**config.mk**
```make
export PLATFORM = sky130hd
export DESIGN_NAME = alternate_function_pin_redirect
export DESIGN_NICKNAME = d
export VERILOG_FILES = /design/src/hw/alternate_function_pin_redirect.v
export VERILOG_INCLUDE_DIRS = /design/src /design/src/shared
export SDC_FILE = /design/constraint.sdc
export NUM_CORES = 1
export LEC_CHECK = 0
export ABC_AREA = 1
export BUFFER_PORTS_ARGS = -buffer_cell sky130_fd_sc_hd__buf_4
export CAP_MARGIN = 20
export CORE_AREA = 2 2 194 196
export CTS_CLUSTER_DIAMETER = 120
export CTS_CLUSTER_SIZE = 28
export DETAILED_ROUTE_END_ITERATION = 6
export DIE_AREA = 0 0 196 198
export HOLD_SLACK_MARGIN = 0.02
export PLACE_DENSITY_LB_ADDON = 0.12
export SYNTH_ARGS = -nofsm -noshare
export SYNTH_HDL_FRONTEND = slang
export SYNTH_SLANG_ARGS = --single-unit
```
**constraint.sdc**
```tcl
create_clock -name sys_clk -period 1.19 [get_ports sys_clk]
set_input_delay 0.1785 -clock sys_clk [delete_from_list [all_inputs] [get_ports sys_clk]]
set_output_delay 0.1785 -clock sys_clk [all_outputs]
set_load 0.02 [all_outputs]
```
**src/shared/pin_redirect_consts.vh**
```
// register map, field positions and pin indices for the pin redirect block
`ifndef PIN_REDIRECT_CONSTS_VH
`define PIN_REDIRECT_CONSTS_VH
// printed register indices; byte address is four times the index
`define IDX_PIN_CLOCK 8'h00a1
`define IDX_RELOCATION 8'h00a2
`define IDX_IRQ_SOURCE 8'h00a3
`define ADDR_PIN_CLOCK 12'h0284
`define ADDR_RELOCATION 12'h0288
`define ADDR_IRQ_SOURCE 12'h028c
`define RST_PIN_CLOCK 8'h0000
`define RST_RELOCATION 8'h0000
`define RST_IRQ_SOURCE 8'h0000
// aux_pin_clock_control fields
`define F_P60_FUNC_HI 7
`define F_P60_FUNC_LO 6
`define F_P60_FAST 5
`define F_P4_SEL_HI 3
`define F_P4_SEL_LO 2
// aux_port_relocation fields
`define F_KBD_HI 7
`define F_KBD_LO 6
`define F_SPI_REL 5
`define F_UART2_REL 4
`define F_T2_REL 3
`define F_PCA_REL 2
// aux_interrupt_source_select fields
`define F_IRQ3_HI 7
`define F_IRQ3_LO 6
`define F_IRQ2_HI 5
`define F_IRQ2_LO 4
// system clock source codes
`define CLK_INTERNAL_RC 2'h0
`define CLK_CRYSTAL 2'h1
`define CLK_EXTERNAL 2'h2
// axi responses
`define RESP_OKAY 2'h0
`define RESP_SLVERR 2'h2
// flat pin index: port*8+bit
`define PIN(p, b) ((p) * 8 + (b))
`endif

```
**src/hw/alternate_function_pin_redirect.v**
```verilog
// pin multiplexer steering peripheral functions to port pins, with axi4-lite registers
// Overview of operation
// all redirect bits clear puts every alternate function on its default port 0-3 pin; external irq 2/3 own pins stay on p4.3/p4.2 here
// software sets at most one relocation control bit at a time
// port 6 bit 0 function field acts only with an internal rc system clock
// crystal mode frees p6.0/p6.1 for crystal; external clock mode makes p6.0 input
// function field 00 gpio, 01 master clock, 10 divided by 2, 11 divided by 4
// software should set p6.0 push-pull when a clock is driven out
// fast drive bit selects default or fast drive for p6.0
// port 4 pair field maps gpio, uart0, external irq 2/3 or timer 3
// keypad field picks port 0, 2, 5 or 6 as the eight keypad inputs
// spi relocate bit moves spi pins from p1.4-7 to p5.4-7
// second uart relocate bit moves rx/tx from p1.2/3 to p5.2/3
// timer 2 relocate bit moves count/clock-out and trigger from p1.0/1 to p5.0/1
// pca relocate bit moves clock input and six channels from p2.1-7 to p6.1-7
// external irq 3 source is own pin, second uart rx, sda or spi select
// external irq 2 source is own pin, first uart rx, sda or spi select
// vacated pins fall back to gpio; target pins stop acting as gpio; keypad pins and p4.4/p4.5 as irq pins keep gpio drive here
`include "pin_redirect_consts.vh"
module alternate_function_pin_redirect #(
  parameter NPIN = 56
) (
  // clock and reset
  input wire sys_clk,
  input wire rstn,
  // axi4-lite slave
  input wire [11:0] s_axi_awaddr,
  input wire s_axi_awvalid,
  output reg s_axi_awready,
  input wire [31:0] s_axi_wdata,
  input wire [3:0] s_axi_wstrb,
  input wire s_axi_wvalid,
  output reg s_axi_wready,
  output reg [1:0] s_axi_bresp,
  output reg s_axi_bvalid,
  input wire s_axi_bready,
  input wire [11:0] s_axi_araddr,
  input wire s_axi_arvalid,
  output reg s_axi_arready,
  output reg [31:0] s_axi_rdata,
  output reg [1:0] s_axi_rresp,
  output reg s_axi_rvalid,
  input wire s_axi_rready,
  // pads, ports 0..6 flattened as port*8+bit
  input wire [NPIN-1:0] pin_in,
  output reg [NPIN-1:0] pin_out,
  output reg [NPIN-1:0] pin_oe,
  output reg p60_fast_drive,
  // gpio port latches
  input wire [NPIN-1:0] gpio_out,
  input wire [NPIN-1:0] gpio_oe,
  output reg [NPIN-1:0] gpio_in,
  // clock system
  input wire [1:0] clk_source,
  // spi: select, mosi, miso, clock
  input wire [3:0] spi_out,
  input wire [3:0] spi_oe,
  output reg [3:0] spi_in,
  // first uart
  input wire uart_first_tx,
  output reg uart_first_rx,
  // second uart
  input wire uart_second_tx,
  output reg uart_second_rx,
  // timer 2
  input wire timer_two_clock_out,
  input wire timer_two_clock_oe,
  output reg timer_two_count_in,
  output reg timer_two_ext_trigger,
  // timer 3
  input wire timer_three_clock_out,
  input wire timer_three_clock_oe,
  output reg timer_three_count_in,
  output reg timer_three_ext_trigger,
  // counter array
  input wire [5:0] pca_channel_out,
  input wire [5:0] pca_channel_oe,
  output reg [5:0] pca_channel_pin,
  output reg pca_ext_clock_in,
  // keypad and external interrupts
  output reg [7:0] keypad_irq_inputs,
  output reg ext_irq_two_in,
  output reg ext_irq_three_in
);

  reg [7:0] pin_clock_reg;
  reg [7:0] relocation_reg;
  reg [7:0] irq_source_reg;
  reg [NPIN-1:0] pin_meta_reg;
  reg [NPIN-1:0] pin_sync_reg;
  reg [2:0] clk_div_reg;
  reg aw_held_reg;
  reg w_held_reg;
  reg [11:0] aw_addr_reg;
  reg [7:0] w_data_reg;
  reg w_strb_reg;

  // combinational pin routing
  reg [NPIN-1:0] po_next;
  reg [NPIN-1:0] pe_next;
  reg [3:0] spi_in_next;
  reg uart1_rx_next;
  reg uart2_rx_next;
  reg t2_in_next;
  reg t2_ex_next;
  reg t3_in_next;
  reg t3_ex_next;
  reg [5:0] cex_next;
  reg eci_next;
  reg [7:0] kbd_next;
  reg irq2_next;
  reg irq3_next;
  reg drv_clk;
  integer spi_b;
  integer u2_b;
  integer t2_b;
  integer pca_b;
  integer kbd_b;
  integer u1_rx;
  integer u1_tx;
  integer t3_ex;
  integer t3_ck;
  integer i2_own;
  integer i3_own;
  integer i;

  wire [1:0] p60_func = pin_clock_reg[`F_P60_FUNC_HI:`F_P60_FUNC_LO];
  wire [1:0] p4_sel = pin_clock_reg[`F_P4_SEL_HI:`F_P4_SEL_LO];
  wire [1:0] kbd_sel = relocation_reg[`F_KBD_HI:`F_KBD_LO];
  wire [1:0] irq3_sel = irq_source_reg[`F_IRQ3_HI:`F_IRQ3_LO];
  wire [1:0] irq2_sel = irq_source_reg[`F_IRQ2_HI:`F_IRQ2_LO];

  always @* begin
    // every pin starts as gpio; functions then claim their active pin
    po_next = gpio_out;
    pe_next = gpio_oe;
    // overlapping relocations are not arbitrated: the later claim wins
    spi_b = relocation_reg[`F_SPI_REL] ? `PIN(5, 4) : `PIN(1, 4);
    u2_b = relocation_reg[`F_UART2_REL] ? `PIN(5, 2) : `PIN(1, 2);
    t2_b = relocation_reg[`F_T2_REL] ? `PIN(5, 0) : `PIN(1, 0);
    pca_b = relocation_reg[`F_PCA_REL] ? `PIN(6, 1) : `PIN(2, 1);
    case (kbd_sel)
      2'h0: kbd_b = `PIN(0, 0);
      2'h1: kbd_b = `PIN(2, 0);
      2'h2: kbd_b = `PIN(5, 0);
      default: kbd_b = `PIN(6, 0);
    endcase
    // port 0..3 defaults, port 4 pair overrides
    u1_rx = `PIN(3, 0);
    u1_tx = `PIN(3, 1);
    t3_ex = `PIN(0, 0);
    t3_ck = `PIN(0, 1);
    i2_own = `PIN(4, 3);
    i3_own = `PIN(4, 2);
    case (p4_sel)
      2'h1: begin
        u1_rx = `PIN(4, 4);
        u1_tx = `PIN(4, 5);
      end
      2'h2: begin
        i2_own = `PIN(4, 4);
        i3_own = `PIN(4, 5);
      end
      2'h3: begin
        t3_ex = `PIN(4, 4);
        t3_ck = `PIN(4, 5);
      end
      default: begin
        u1_rx = `PIN(3, 0);
      end
    endcase
    for (i = 0; i < 4; i = i + 1) begin
      po_next[spi_b+i] = spi_out[i];
      pe_next[spi_b+i] = spi_oe[i];
      spi_in_next[i] = pin_sync_reg[spi_b+i];
    end
    uart2_rx_next = pin_sync_reg[u2_b];
    pe_next[u2_b] = 1'b0;
    po_next[u2_b+1] = uart_second_tx;
    pe_next[u2_b+1] = 1'b1;
    po_next[t2_b] = timer_two_clock_out;
    pe_next[t2_b] = timer_two_clock_oe;
    t2_in_next = pin_sync_reg[t2_b];
    t2_ex_next = pin_sync_reg[t2_b+1];
    pe_next[t2_b+1] = 1'b0;
    eci_next = pin_sync_reg[pca_b];
    pe_next[pca_b] = 1'b0;
    for (i = 0; i < 6; i = i + 1) begin
      po_next[pca_b+1+i] = pca_channel_out[i];
      pe_next[pca_b+1+i] = pca_channel_oe[i];
      cex_next[i] = pin_sync_reg[pca_b+1+i];
    end
    // uart0 and timer 3 always own their pins, default or port 4
    uart1_rx_next = pin_sync_reg[u1_rx];
    pe_next[u1_rx] = 1'b0;
    po_next[u1_tx] = uart_first_tx;
    pe_next[u1_tx] = 1'b1;
    t3_ex_next = pin_sync_reg[t3_ex];
    pe_next[t3_ex] = 1'b0;
    po_next[t3_ck] = timer_three_clock_out;
    pe_next[t3_ck] = timer_three_clock_oe;
    t3_in_next = pin_sync_reg[t3_ck];
    // keypad only listens, so it leaves the pins' drive alone
    kbd_next = pin_sync_reg[kbd_b +: 8];
    case (irq2_sel)
      2'h0: irq2_next = pin_sync_reg[i2_own];
      2'h1: irq2_next = pin_sync_reg[u1_rx];
      2'h2: irq2_next = pin_sync_reg[`PIN(4, 1)];
      default: irq2_next = pin_sync_reg[spi_b];
    endcase
    case (irq3_sel)
      2'h0: irq3_next = pin_sync_reg[i3_own];
      2'h1: irq3_next = pin_sync_reg[u2_b];
      2'h2: irq3_next = pin_sync_reg[`PIN(4, 1)];
      default: irq3_next = pin_sync_reg[spi_b];
    endcase
    // master clock on the pin is sys_clk/2, since it is divider bit 0, which toggles every cycle
    case (p60_func)
      2'h1: drv_clk = clk_div_reg[0];
      2'h2: drv_clk = clk_div_reg[1];
      2'h3: drv_clk = clk_div_reg[2];
      default: drv_clk = 1'b0;
    endcase
    case (clk_source)
      `CLK_INTERNAL_RC: begin
        if (p60_func != 2'h0) begin
          po_next[`PIN(6, 0)] = drv_clk;
          pe_next[`PIN(6, 0)] = 1'b1;
        end
      end
      `CLK_CRYSTAL: begin
        po_next[`PIN(6, 0)] = 1'b0;
        pe_next[`PIN(6, 0)] = 1'b0;
        po_next[`PIN(6, 1)] = 1'b0;
        pe_next[`PIN(6, 1)] = 1'b0;
      end
      default: begin
        po_next[`PIN(6, 0)] = 1'b0;
        pe_next[`PIN(6, 0)] = 1'b0;
      end
    endcase
  end

  // register file and axi4-lite slave
  wire wr_fire = aw_held_reg && w_held_reg && !s_axi_bvalid;
  reg wr_hit;
  reg rd_hit;
  reg [7:0] rd_byte;

  always @* begin
    wr_hit = (aw_addr_reg == `ADDR_PIN_CLOCK) || (aw_addr_reg == `ADDR_RELOCATION) ||
             (aw_addr_reg == `ADDR_IRQ_SOURCE);
    rd_hit = 1'b1;
    case (s_axi_araddr)
      `ADDR_PIN_CLOCK: rd_byte = pin_clock_reg;
      `ADDR_RELOCATION: rd_byte = relocation_reg;
      `ADDR_IRQ_SOURCE: rd_byte = irq_source_reg;
      default: begin
        rd_byte = 8'h00;
        rd_hit = 1'b0;
      end
    endcase
  end

  always @(posedge sys_clk) begin
    if (!rstn) begin
      pin_clock_reg <= `RST_PIN_CLOCK;
      relocation_reg <= `RST_RELOCATION;
      irq_source_reg <= `RST_IRQ_SOURCE;
      aw_held_reg <= 1'b0;
      w_held_reg <= 1'b0;
      aw_addr_reg <= 12'h000;
      w_data_reg <= 8'h00;
      w_strb_reg <= 1'b0;
      s_axi_awready <= 1'b0;
      s_axi_wready <= 1'b0;
      s_axi_bvalid <= 1'b0;
      s_axi_bresp <= `RESP_OKAY;
      s_axi_arready <= 1'b0;
      s_axi_rvalid <= 1'b0;
      s_axi_rresp <= `RESP_OKAY;
      s_axi_rdata <= 32'h0000_0000;
    end else begin
      // one-cycle ready pulses; each channel is held until the write completes
      s_axi_awready <= !aw_held_reg && !s_axi_awready && s_axi_awvalid;
      s_axi_wready <= !w_held_reg && !s_axi_wready && s_axi_wvalid;
      if (s_axi_awready && s_axi_awvalid) begin
        aw_held_reg <= 1'b1;
        aw_addr_reg <= s_axi_awaddr;
      end
      if (s_axi_wready && s_axi_wvalid) begin
        w_held_reg <= 1'b1;
        w_data_reg <= s_axi_wdata[7:0];
        w_strb_reg <= s_axi_wstrb[0];
      end
      if (wr_fire) begin
        aw_held_reg <= 1'b0;
        w_held_reg <= 1'b0;
        s_axi_bvalid <= 1'b1;
        s_axi_bresp <= wr_hit ? `RESP_OKAY : `RESP_SLVERR;
        if (w_strb_reg && aw_addr_reg == `ADDR_PIN_CLOCK)
          pin_clock_reg <= w_data_reg;
        if (w_strb_reg && aw_addr_reg == `ADDR_RELOCATION)
          relocation_reg <= w_data_reg;
        if (w_strb_reg && aw_addr_reg == `ADDR_IRQ_SOURCE)
          irq_source_reg <= w_data_reg;
      end else if (s_axi_bvalid && s_axi_bready) begin
        s_axi_bvalid <= 1'b0;
      end
      s_axi_arready <= !s_axi_arready && !s_axi_rvalid && s_axi_arvalid;
      if (s_axi_arready && s_axi_arvalid) begin
        s_axi_rvalid <= 1'b1;
        s_axi_rdata <= {24'h00_0000, rd_byte};
        s_axi_rresp <= rd_hit ? `RESP_OKAY : `RESP_SLVERR;
      end else if (s_axi_rvalid && s_axi_rready) begin
        s_axi_rvalid <= 1'b0;
      end
    end
  end

  // pin synchroniser, divider and flopped outputs
  always @(posedge sys_clk) begin
    if (!rstn) begin
      pin_meta_reg <= {NPIN{1'b0}};
      pin_sync_reg <= {NPIN{1'b0}};
      clk_div_reg <= 3'h0;
      pin_out <= {NPIN{1'b0}};
      pin_oe <= {NPIN{1'b0}};
      gpio_in <= {NPIN{1'b0}};
      p60_fast_drive <= 1'b0;
      spi_in <= 4'h0;
      uart_first_rx <= 1'b1;
      uart_second_rx <= 1'b1;
      timer_two_count_in <= 1'b0;
      timer_two_ext_trigger <= 1'b0;
      timer_three_count_in <= 1'b0;
      timer_three_ext_trigger <= 1'b0;
      pca_channel_pin <= 6'h00;
      pca_ext_clock_in <= 1'b0;
      keypad_irq_inputs <= 8'h00;
      ext_irq_two_in <= 1'b1;
      ext_irq_three_in <= 1'b1;
    end else begin
      pin_meta_reg <= pin_in;
      pin_sync_reg <= pin_meta_reg;
      clk_div_reg <= clk_div_reg + 3'h1;
      pin_out <= po_next;
      pin_oe <= pe_next;
      gpio_in <= pin_sync_reg;
      p60_fast_drive <= pin_clock_reg[`F_P60_FAST];
      spi_in <= spi_in_next;
      uart_first_rx <= uart1_rx_next;
      uart_second_rx <= uart2_rx_next;
      timer_two_count_in <= t2_in_next;
      timer_two_ext_trigger <= t2_ex_next;
      timer_three_count_in <= t3_in_next;
      timer_three_ext_trigger <= t3_ex_next;
      pca_channel_pin <= cex_next;
      pca_ext_clock_in <= eci_next;
      keypad_irq_inputs <= kbd_next;
      ext_irq_two_in <= irq2_next;
      ext_irq_three_in <= irq3_next;
    end
  end

endmodule

```
==> impl_metrics.yaml, run 1 <==
status:
  status: "finished with violations"
  violated_checks: "setup timing"
worst_setup_path:
  crit_type: "reg -> reg"
  critical_path_rt_ns: 1.61
  rr_endpoint: "irq_source_reg[4]"
  cp-end-kind: "flop"
  critPathArrivalTime_ns: 1.74
  start_kind: "flop"
  setup_slack_reg_to_reg_ns: -0.13
  reg2reg_from: "aw_addr_reg[10]"
  rr_worst_depth: 7
  timing.critical_path.fanout_max: 8
hold_path:
  hold_depth: 4
  hp-class: "in -> reg"
  hold_path.startpoint: "clk_source[0]"
  timing.hold.worst_endpoint: "pin_out[48]"
power:
  cell_internal_pwr_uw: 17500
  clkPwrFrac_pct: 28.5
  p_switching_uw: 5590
  leakage_uw: 0.0106
  power.combinational.fraction_pct: 14.0
  seq_power_share_pct: 57.5
  power.switching_fraction_pct: 24.2
  power-per-cell-area_nw_per_um2: 1130
  irDropWorstVdd_mv: 1.01
route:
  residual_drc_count: 0
  via_count: 11300
  detail-route-antenna-nets: 0
  wl_mm: 39.4
  vias_per_cell: 4.23
  wl_per_cell_um: 14.8
  drtIter0Drc: 362
  dr.pass1.iters: 4
layout:
  most-common-layout-cells: "buf_4, inv_1, nand2_1"
  flow.area_growth_from_synthesis_pct: 66.8
  layout_cell_share_with_drive_strength_beyond_1_pct: 37.0
  postLayoutCoreUtil_pct: 55.2
  fin_nets: 2447
  mostFrequentLayoutCell: "buf_4"
yosys:
  synth.yosys.seq_area_share_pct: 61.0
  synth-warning-count: 0
  postSynthRegisterBits: 373
  postSynthAreaPerCell_um2: 8.30
  synth.cell_area_um2: 12200
  ys_types: 32
  post_synth_inst_count: 1473
global_routing:
  grt_overflow_total: 0
  antenna_found_initial: 3
  first_pass_grt_wire_length_mm: 58.5
  grt_max_degree: 70
  grtUsageTotal_pct: 19.1
  first_global_vias: 11100
sta:
  unrepaired_setup_endpoints_after_global_routing: "yes"
  max_freq_mhz: 755
  finalHoldViolations: 0
  finalSetupViolCount: 30
  timing.final.ws_setup_ns: -0.135
  final_max_slew_viol_count: 0
  period_share_pct: 111
  finalCriticalPeriod_ns: 1.32
  clock-skew-final_ns: 0.0265
run:
  drv_cap: 0
floorplan:
  chipHeight_um: 198
  floorplan.die.width_um: 196
  io_pins: 500
  core-area_um2: 37000
  floorplan.initialDensity_pct: 33.1
  fp-row-count: 71
  floorplan.die_area_um2: 38800
place:
  place_ws_ns: -0.200
  placement.io_buffers: 446
  gp_congestion: 0.800
  hpwl_mm: 27.1
clock_tree:
  cts_root_buf: "clkbuf_16"
  tritoncts.num_buffers: 17
  cts_tree: "done"
  cts.path.max_buffers: 3
  cts_num_sinks: 373
  h-tree-depth: 1
  clk_pin_slew_ns: 0.11
  clk_latency_ns: 0.51
-- final cells by class --
type | count | area, um^2
multi-input cells | 746 | 3360
clock buffers | 18 | 429
inverters | 292 | 1100
fillers | 3297 | 16500
clock inverters | 1 | 20.0
well taps | 474 | 593
repair buffers | 753 | 7160
diodes | 3 | 7.51
flip-flops and latches | 373 | 7740
-- kinds of logic after synthesis --
kind of cell               share of synthesized area (%)
adders and majority gates                          0.102
other                                             0.0307
AOI/OAI and AO/OA                                   8.48
xor gates and xnor gates                          0.0716
DFF                                                 61.0
buffers and inverters                               13.0
and+or+nand+nor                                     17.3
-- repair_timing --
item / in CTS / in global routing
gates resized for setup: 290 / 176
pin swaps: 5 / 9
buffers inserted: 7 / 5
hold buffers: 227 / 0
gates cloned: 0 / 1
hold endpoints to repair: 197 / 0
setup endpoints to repair: 171 / 223
-- layer usage --
| metal | track usage, % | part of all wire, % | wire [um] |
|---|---|---|---|
| met1 | 21.6 | 40 | 15800 |
| met2 | 35.5 | 50 | 19800 |
| met3 | 4.45 | 6.7 | 2630 |
| met4 | 6.23 | 3.1 | 1220 |
| met5 | 0 | 0.033 | 13 |
-- cell usage after synthesis, drive strengths merged --
cell | instances | area [um^2]
or2 | 2 | 15.0
clkbuf | 30 | 113
o2111ai | 1 | 8.76
o22ai | 9 | 56.3
a41oi | 1 | 8.76
o21ai | 125 | 626
conb | 1 | 3.75
buf | 57 | 377
nor2 | 171 | 677
clkinv | 3 | 11.3
nand2 | 283 | 1070
xnor2 | 1 | 8.76
a21oi | 60 | 327
dfxtp | 373 | 7470
nand4 | 2 | 12.5
ha | 1 | 12.5
nor3 | 8 | 45.0
nand3 | 55 | 300
o221a | 1 | 11.3
inv | 289 | 1080
-- power by group through the flow --
stage                     clock network, uW  logic [uW]  registers [uW]
after CTS                              6910        3150           13200
after detailed placement                  0        2410           13500
final                                  6570        3230           13300
after floorplan                           0         780           13800
after global routing                   7280        3500           13300
after global placement                    0        2380           13500
-- how the worst max path moves through the flow --
stage               startpoint           endpoint  slack [ns]
3_5_place_dp   aw_addr_reg[11]   pin_clock_reg[7]       -0.20
3_3_place_gp   aw_addr_reg[11]  relocation_reg[3]       -0.13
2_1_floorplan       w_held_reg  relocation_reg[5]       -0.03
5_1_grt        aw_addr_reg[10]  irq_source_reg[7]       -0.20
4_1_cts           s_axi_bvalid       s_axi_bvalid       -0.13
6_report       aw_addr_reg[10]  irq_source_reg[4]       -0.13
-- worst max-delay path, cell delays in order (launching register included) --
cell	delay [ns]
dfxtp_2	0.34
nor2_2	0.11
nand3_2	0.10
nor2_4	0.21
nand3_4	0.13
buf_12	0.16
o21ai_1	0.13
a21oi_1	0.05
-- metrics by stage --
step	area (um^2)	hold WS, ns	power [uW]	cells	TNS (ns)
floorplan	12300	0.276	14600	1498	-0.130
global placement	16400	0.358	15800	2401	-3.21
detailed placement	16400	0.363	15900	2401	-4.50
CTS	19900	0.0188	23300	2654	-3.02
global route	20400	0.0562	24100	2659	-6.16
finish	20400	0.0411	23100	2660	-2.57
Note: power is estimated with default switching activity, not from simulation.
==> run 2: changes to the inputs <==
clock period = 1.1 ns   (was 1.19 ns; I/O delays follow)
==> run 2 against run 1 <==
The run still ends with setup timing left. Utilization increased by 0.99 points. Via count increased by 0.92%. Sequential power increased by 8%. Non-clock buffer count increased by 20. Wire length increased by 0.41%. Combinational power increased by 11%. Final cell count increased by 0.79%. Count of clock-buffer cells in the layout unchanged. Setup slack got worse by 0.094 ns. Maximum frequency decreased by 0.32%. Sequential share of layout area decreased by 0.55 points. Flip-flop and latch count unchanged.
==> impl_metrics.yaml, run 2 (synthesis gave the netlist of run 1 again) <==
worst_setup_path:
  reg2reg_from: "aw_addr_reg[11]"
  rr_worst_depth: 7
  start_kind: "flop"
  rr_endpoint: "relocation_reg[2]"
  crit_type: "reg -> reg"
  timing.critical_path.fanout_max: 7
  critPathArrivalTime_ns: 1.75
  cp-end-kind: "flop"
  critical_path_rt_ns: 1.52
  setup_slack_reg_to_reg_ns: -0.23
global_routing:
  grt_overflow_total: 0
  first_global_vias: 11200
  first_pass_grt_wire_length_mm: 58.9
  grt_max_degree: 55
  grtUsageTotal_pct: 19.3
  antenna_found_initial: 2
layout:
  layout_cell_share_with_drive_strength_beyond_1_pct: 38.9
  mostFrequentLayoutCell: "buf_4"
  flow.area_growth_from_synthesis_pct: 69.8
  postLayoutCoreUtil_pct: 56.2
  most-common-layout-cells: "buf_4, inv_1, nand2_1"
  fin_nets: 2468
clock_tree:
  clk_pin_slew_ns: 0.11
  cts_root_buf: "clkbuf_16"
  h-tree-depth: 1
  clk_latency_ns: 0.52
  cts.path.max_buffers: 3
  tritoncts.num_buffers: 17
  cts_num_sinks: 373
  cts_tree: "done"
sta:
  finalSetupViolCount: 238
  period_share_pct: 121
  timing.final.ws_setup_ns: -0.229
  fin_tns_setup_ns: -13.71
  finalCriticalPeriod_ns: 1.33
  final_max_slew_viol_count: 0
  finalHoldViolations: 0
  clock-skew-final_ns: 0.0200
  max_freq_mhz: 752
  unrepaired_setup_endpoints_after_global_routing: "yes"
route:
  residual_drc_count: 0
  drtIter0Drc: 428
  wl_per_cell_um: 14.8
  via_count: 11400
  vias_per_cell: 4.24
  dr.pass1.iters: 4
  wl_mm: 39.6
  detail-route-antenna-nets: 0
hold_path:
  hold_path.startpoint: "rstn"
  hp-class: "in -> reg"
  timing.hold.worst_endpoint: "pin_meta_reg[44]"
  hold_depth: 4
floorplan:
  chipHeight_um: 198
  floorplan.initialDensity_pct: 33.1
  floorplan.die_area_um2: 38800
  io_pins: 500
  core-area_um2: 37000
  fp-row-count: 71
  floorplan.die.width_um: 196
power:
  leakage_uw: 0.0108
  irDropWorstVdd_mv: 1.25
  power-per-cell-area_nw_per_um2: 1210
run:
  drv_cap: 0
status:
  violated_checks: "setup timing"
  status: "finished with violations"
place:
  hpwl_mm: 27.9
  gp_congestion: 0.828
  placement.io_buffers: 446
## run 2: cell count changes in the layout (fill, tap and decap cells not counted), sizes merged
cell and delta:
buf +19, clkinv -2, diode -1, dlygate4sd3 +3, inv +3, nand3 +1, dlymetal6s4s -2
## run 2: worst max-delay path by stage
stage	start	depth (start not counted)	slack, ns	to
2_1_floorplan	w_held_reg	8	-0.12	relocation_reg[5]
3_3_place_gp	aw_addr_reg[11]	6	-0.32	relocation_reg[0]
3_5_place_dp	aw_addr_reg[11]	6	-0.33	relocation_reg[4]
4_1_cts	aw_addr_reg[4]	7	-0.23	irq_source_reg[3]
5_1_grt	aw_addr_reg[11]	7	-0.33	relocation_reg[2]
6_report	aw_addr_reg[11]	7	-0.23	relocation_reg[2]
## run 2: worst max-delay path, cell delays in order, from the launching register on
cell,delay [ns]
dfxtp_2,0.34
nor2_2,0.11
nand3_2,0.09
nor2_4,0.21
buf_4,0.16
nand3_4,0.11
o21ai_1,0.15
a21oi_1,0.05
## run 2: routing by layer
layer,global-route usage [%],wire (um),part of all wire [%]
met5,0,0,0
met4,6.71,1260,3.2
met3,4.68,2660,6.7
met2,35.8,19900,50
met1,21.5,15800,40
## run 2: layout make-up
| cell class | count | area, um^2 |
|---|---|---|
| multi-input cells | 747 | 3440 |
| clock buffers | 18 | 429 |
| repair buffers | 773 | 7400 |
| flip-flops and latches | 373 | 7760 |
| fillers | 3282 | 16200 |
| well taps | 474 | 593 |
| diodes | 2 | 5.00 |
| inverters | 292 | 1110 |
| clock inverters | 2 | 28.8 |
## run 2: where the power goes
part,switching (uW),total [uW],internal (uW)
registers,270,14400,14100
clock network,4270,7150,2890
logic,1570,3570,2000
## run 2: timing repair
action / 4_1_cts / 5_1_grt
setup endpoints to repair: 264 / 284
gates cloned: 0 / 2
resized for setup: 459 / 69
hold endpoints to repair: 196 / 1
pin swaps: 6 / 10
hold buffers: 226 / 1
buffers inserted: 5 / 8
## run 2: per-stage QoR
stage          instance area, um^2  std cells  total power, uW  hold WS, ns  worst slack, ns
5_1_grt                      20800       2680            26200       0.0584           -0.325
6_report                     20800       2681            25100       0.0688           -0.229
2_1_floorplan                12400       1498            15700        0.263           -0.123
4_1_cts                      20500       2669            25400       0.0379           -0.231
3_3_place_gp                 16600       2418            17200        0.345           -0.323
3_5_place_dp                 16600       2418            17200        0.349           -0.333
==> run 3: changes to the inputs <==
ABC_AREA = not set   (was 1)
CORE_AREA = 2 2 193 195   (was 2 2 194 196)
DIE_AREA = 0 0 195 197   (was 0 0 196 198)
==> run 3 against run 2 <==
The flow finishes with violations (hold timing, setup timing). Non-clock buffer count is 5 lower. Maximum frequency is 3.2% lower. Critical path depth shrank 3. Register-to-register slack worse by 0.04 ns. First-iteration DRC count shrank 17%. Sequential power hardly changed. Critical path type unchanged. Critical endpoint is now relocation_reg[6].
==> impl_metrics.yaml, run 3 <==
status:
  status: "finished with violations"
  violated_checks: "hold timing, setup timing"
global_routing:
  first_global_vias: 10600
  grt_max_degree: 82
  first_pass_grt_wire_length_mm: 58.5
  grtUsageTotal_pct: 19.3
  antenna_found_initial: 1
  grt_overflow_total: 0
floorplan:
  core-area_um2: 36300
  fp-row-count: 70
  floorplan.die_area_um2: 38400
  io_pins: 500
  floorplan.die.width_um: 195
  chipHeight_um: 197
  floorplan.initialDensity_pct: 33.4
yosys:
  number_of_enable_type_register_cells_in_the_synthesized_netlist: 0
  synthMostInstantiatedCell: "dfxtp_1"
  postSynthAreaPerCell_um2: 11.2
  synthArstFlopShare_pct: 0
  synth.yosys.seq_area_share_pct: 61.6
  post_synth_inst_count: 1084
  yosys-top-cells-area: "dfxtp_1, and2_1, mux2i_1, nor2b_1, nand2_1"
  post_synth_most_frequent_cells: "dfxtp_1, and2_1, nand2_1"
  ys_types: 51
  synthDominantAreaCellType: "dfxtp_1"
  ys.flop_type: "dfxtp_1"
  synth-warning-count: 0
  yosysTopAreaCellShare_pct: 61.6
  postSynthRegisterBits: 373
  synth.cell_area_um2: 12100
clock_tree:
  cts.path.max_buffers: 3
  h-tree-depth: 1
  clk_latency_ns: 0.52
  clk_pin_slew_ns: 0.11
  cts_root_buf: "clkbuf_16"
  cts_num_sinks: 373
  tritoncts.num_buffers: 17
  cts_tree: "done"
power:
  power-per-cell-area_nw_per_um2: 1210
  finalPower_uw: 25000
  irDropWorstVdd_mv: 1.27
  leakage_uw: 0.00891
route:
  dr.pass1.iters: 4
  drtIter0Drc: 355
  detail-route-antenna-nets: 0
  via_count: 9882
  wl_mm: 38.5
  wl_per_cell_um: 16.9
  residual_drc_count: 0
  vias_per_cell: 4.34
layout:
  fin_nets: 2072
  postLayoutCoreUtil_pct: 57.1
  flow.area_growth_from_synthesis_pct: 70.7
  most-common-layout-cells: "buf_4, dlygate4sd3_1, buf_6"
  layout_cell_share_with_drive_strength_beyond_1_pct: 48.2
  n_antenna_cell: 0
  mostFrequentLayoutCell: "buf_4"
worst_setup_path:
  crit_type: "reg -> reg"
  crit_family: "simple AND/OR/NAND/NOR gates"
  timing.critical_path.slowest_cell_delay_ns: 0.35
  timing.critical_path.fanout_max: 8
  crit_path_cell_chain: "nor4b_4 -> and4_4 -> nand3b_4 -> o21ai_2"
  critPathArrivalTime_ns: 1.82
  cp-end-kind: "flop"
  crit_buf_inv: 0
  critical_path_rt_ns: 1.54
  worst_path_max_delay_cell: "dfxtp_2"
  start_kind: "flop"
sta:
  fin_hold_ws_ns: -0.0545
  unrepaired_setup_endpoints_after_global_routing: "yes"
  finalCriticalPeriod_ns: 1.37
  period_share_pct: 125
  finalHoldViolations: 1
  timing.final.ws_setup_ns: -0.273
  max_freq_mhz: 728
  slew_headroom_pct: 61.6
  timing_worst_slew_pin_value_ns: 0.574
  fin_tns_setup_ns: -14.29
  final_max_slew_viol_count: 0
  clock-skew-final_ns: 0.0225
  finalSetupViolCount: 256
place:
  hpwl_mm: 26.6
  gp_congestion: 0.761
  placement.io_buffers: 446
  place_ws_ns: -0.326
run:
  drv_cap: 0
hold_path:
  hp-class: "in -> reg"
==> run 3: cell types whose count changed in the layout (fill, tap and decap cells not counted), moves of 14 or more <==
cell	change
a21boi_0	+23
a21oi_1	-45
and2_1	+219
inv_1	-274
mux2i_1	+55
nand2_1	-197
nand3_1	-37
nand3_2	+14
nor2_1	-145
nor2b_1	+60
o21ai_0	-80
==> run 3: layout make-up <==
cell class / count / area (um^2)
fill: 3045 / 15600
sequential: 373 / 7770
timing repair buffer: 768 / 7380
multi-input combinational: 642 / 4490
tap: 468 / 586
clock buffer: 18 / 429
inverter: 6 / 22.5
clock inverter: 1 / 20.0
==> run 3: logic make-up (layout without fill, tap and decap cells) <==
family / after synthesis / in the layout / share of synthesized area (%)
buf+inv: 94 / 793 / 4.21
fa+ha+maj: 1 / 1 / 0.103
xor+xnor: 1 / 1 / 0.0722
mux: 79 / 79 / 7.56
simple gates: 449 / 449 / 21.7
compound gates: 86 / 86 / 4.75
flops: 373 / 373 / 61.6
other cells: 1 / 26 / 0.0309
==> run 3: path summary, 6_finish.rpt <==
check	from	end	slack, ns	cells past startpoint
min reg2reg	pin_meta_reg[8]	pin_sync_reg[8]	0.44	1
max reg2reg	aw_addr_reg[8]	relocation_reg[6]	-0.27	4
min	s_axi_araddr[1]	s_axi_rresp[1]	-0.05	3
max	aw_addr_reg[8]	relocation_reg[6]	-0.27	4
==> run 3: repair_timing <==
item                       CTS  global route
gates cloned                 0             3
hold endpoints to repair   199             2
buffers inserted             5             1
hold buffers               229             1
gates resized for setup    461            50
pin swaps                   29             9
setup endpoints to repair  296           311
==> run 3: routing by layer <==
metal | wire, um | vias up | global-route usage (%)
met1 | 15600 | 4597 | 22.5
met5 | 13 | - | 0
met4 | 959 | 2 | 5.34
met3 | 2280 | 56 | 3.92
li1 | - | 4879 | -
met2 | 19700 | 348 | 35.8
==> run 3: worst reg2reg max path: cells and delay by family (launching register included) <==
kind	cells	cell delay, ns
and+or+nand+nor	3	0.80
DFF	1	0.35
AOI/OAI and AO/OA	1	0.15
==> run 3: metrics by stage <==
step	area (um^2)	std cells
2_1_floorplan	12300	1109
3_3_place_gp	16500	2020
3_5_place_dp	16500	2020
4_1_cts	20500	2272
5_1_grt	20700	2276
6_report	20700	2276
==> run 3: power breakdown <==
group	switching [uW]	internal (uW)	total (uW)
Clock	4240	2870	7110
Combinational	1400	2120	3520
Sequential	249	14100	14300
Total	5890	19100	25000
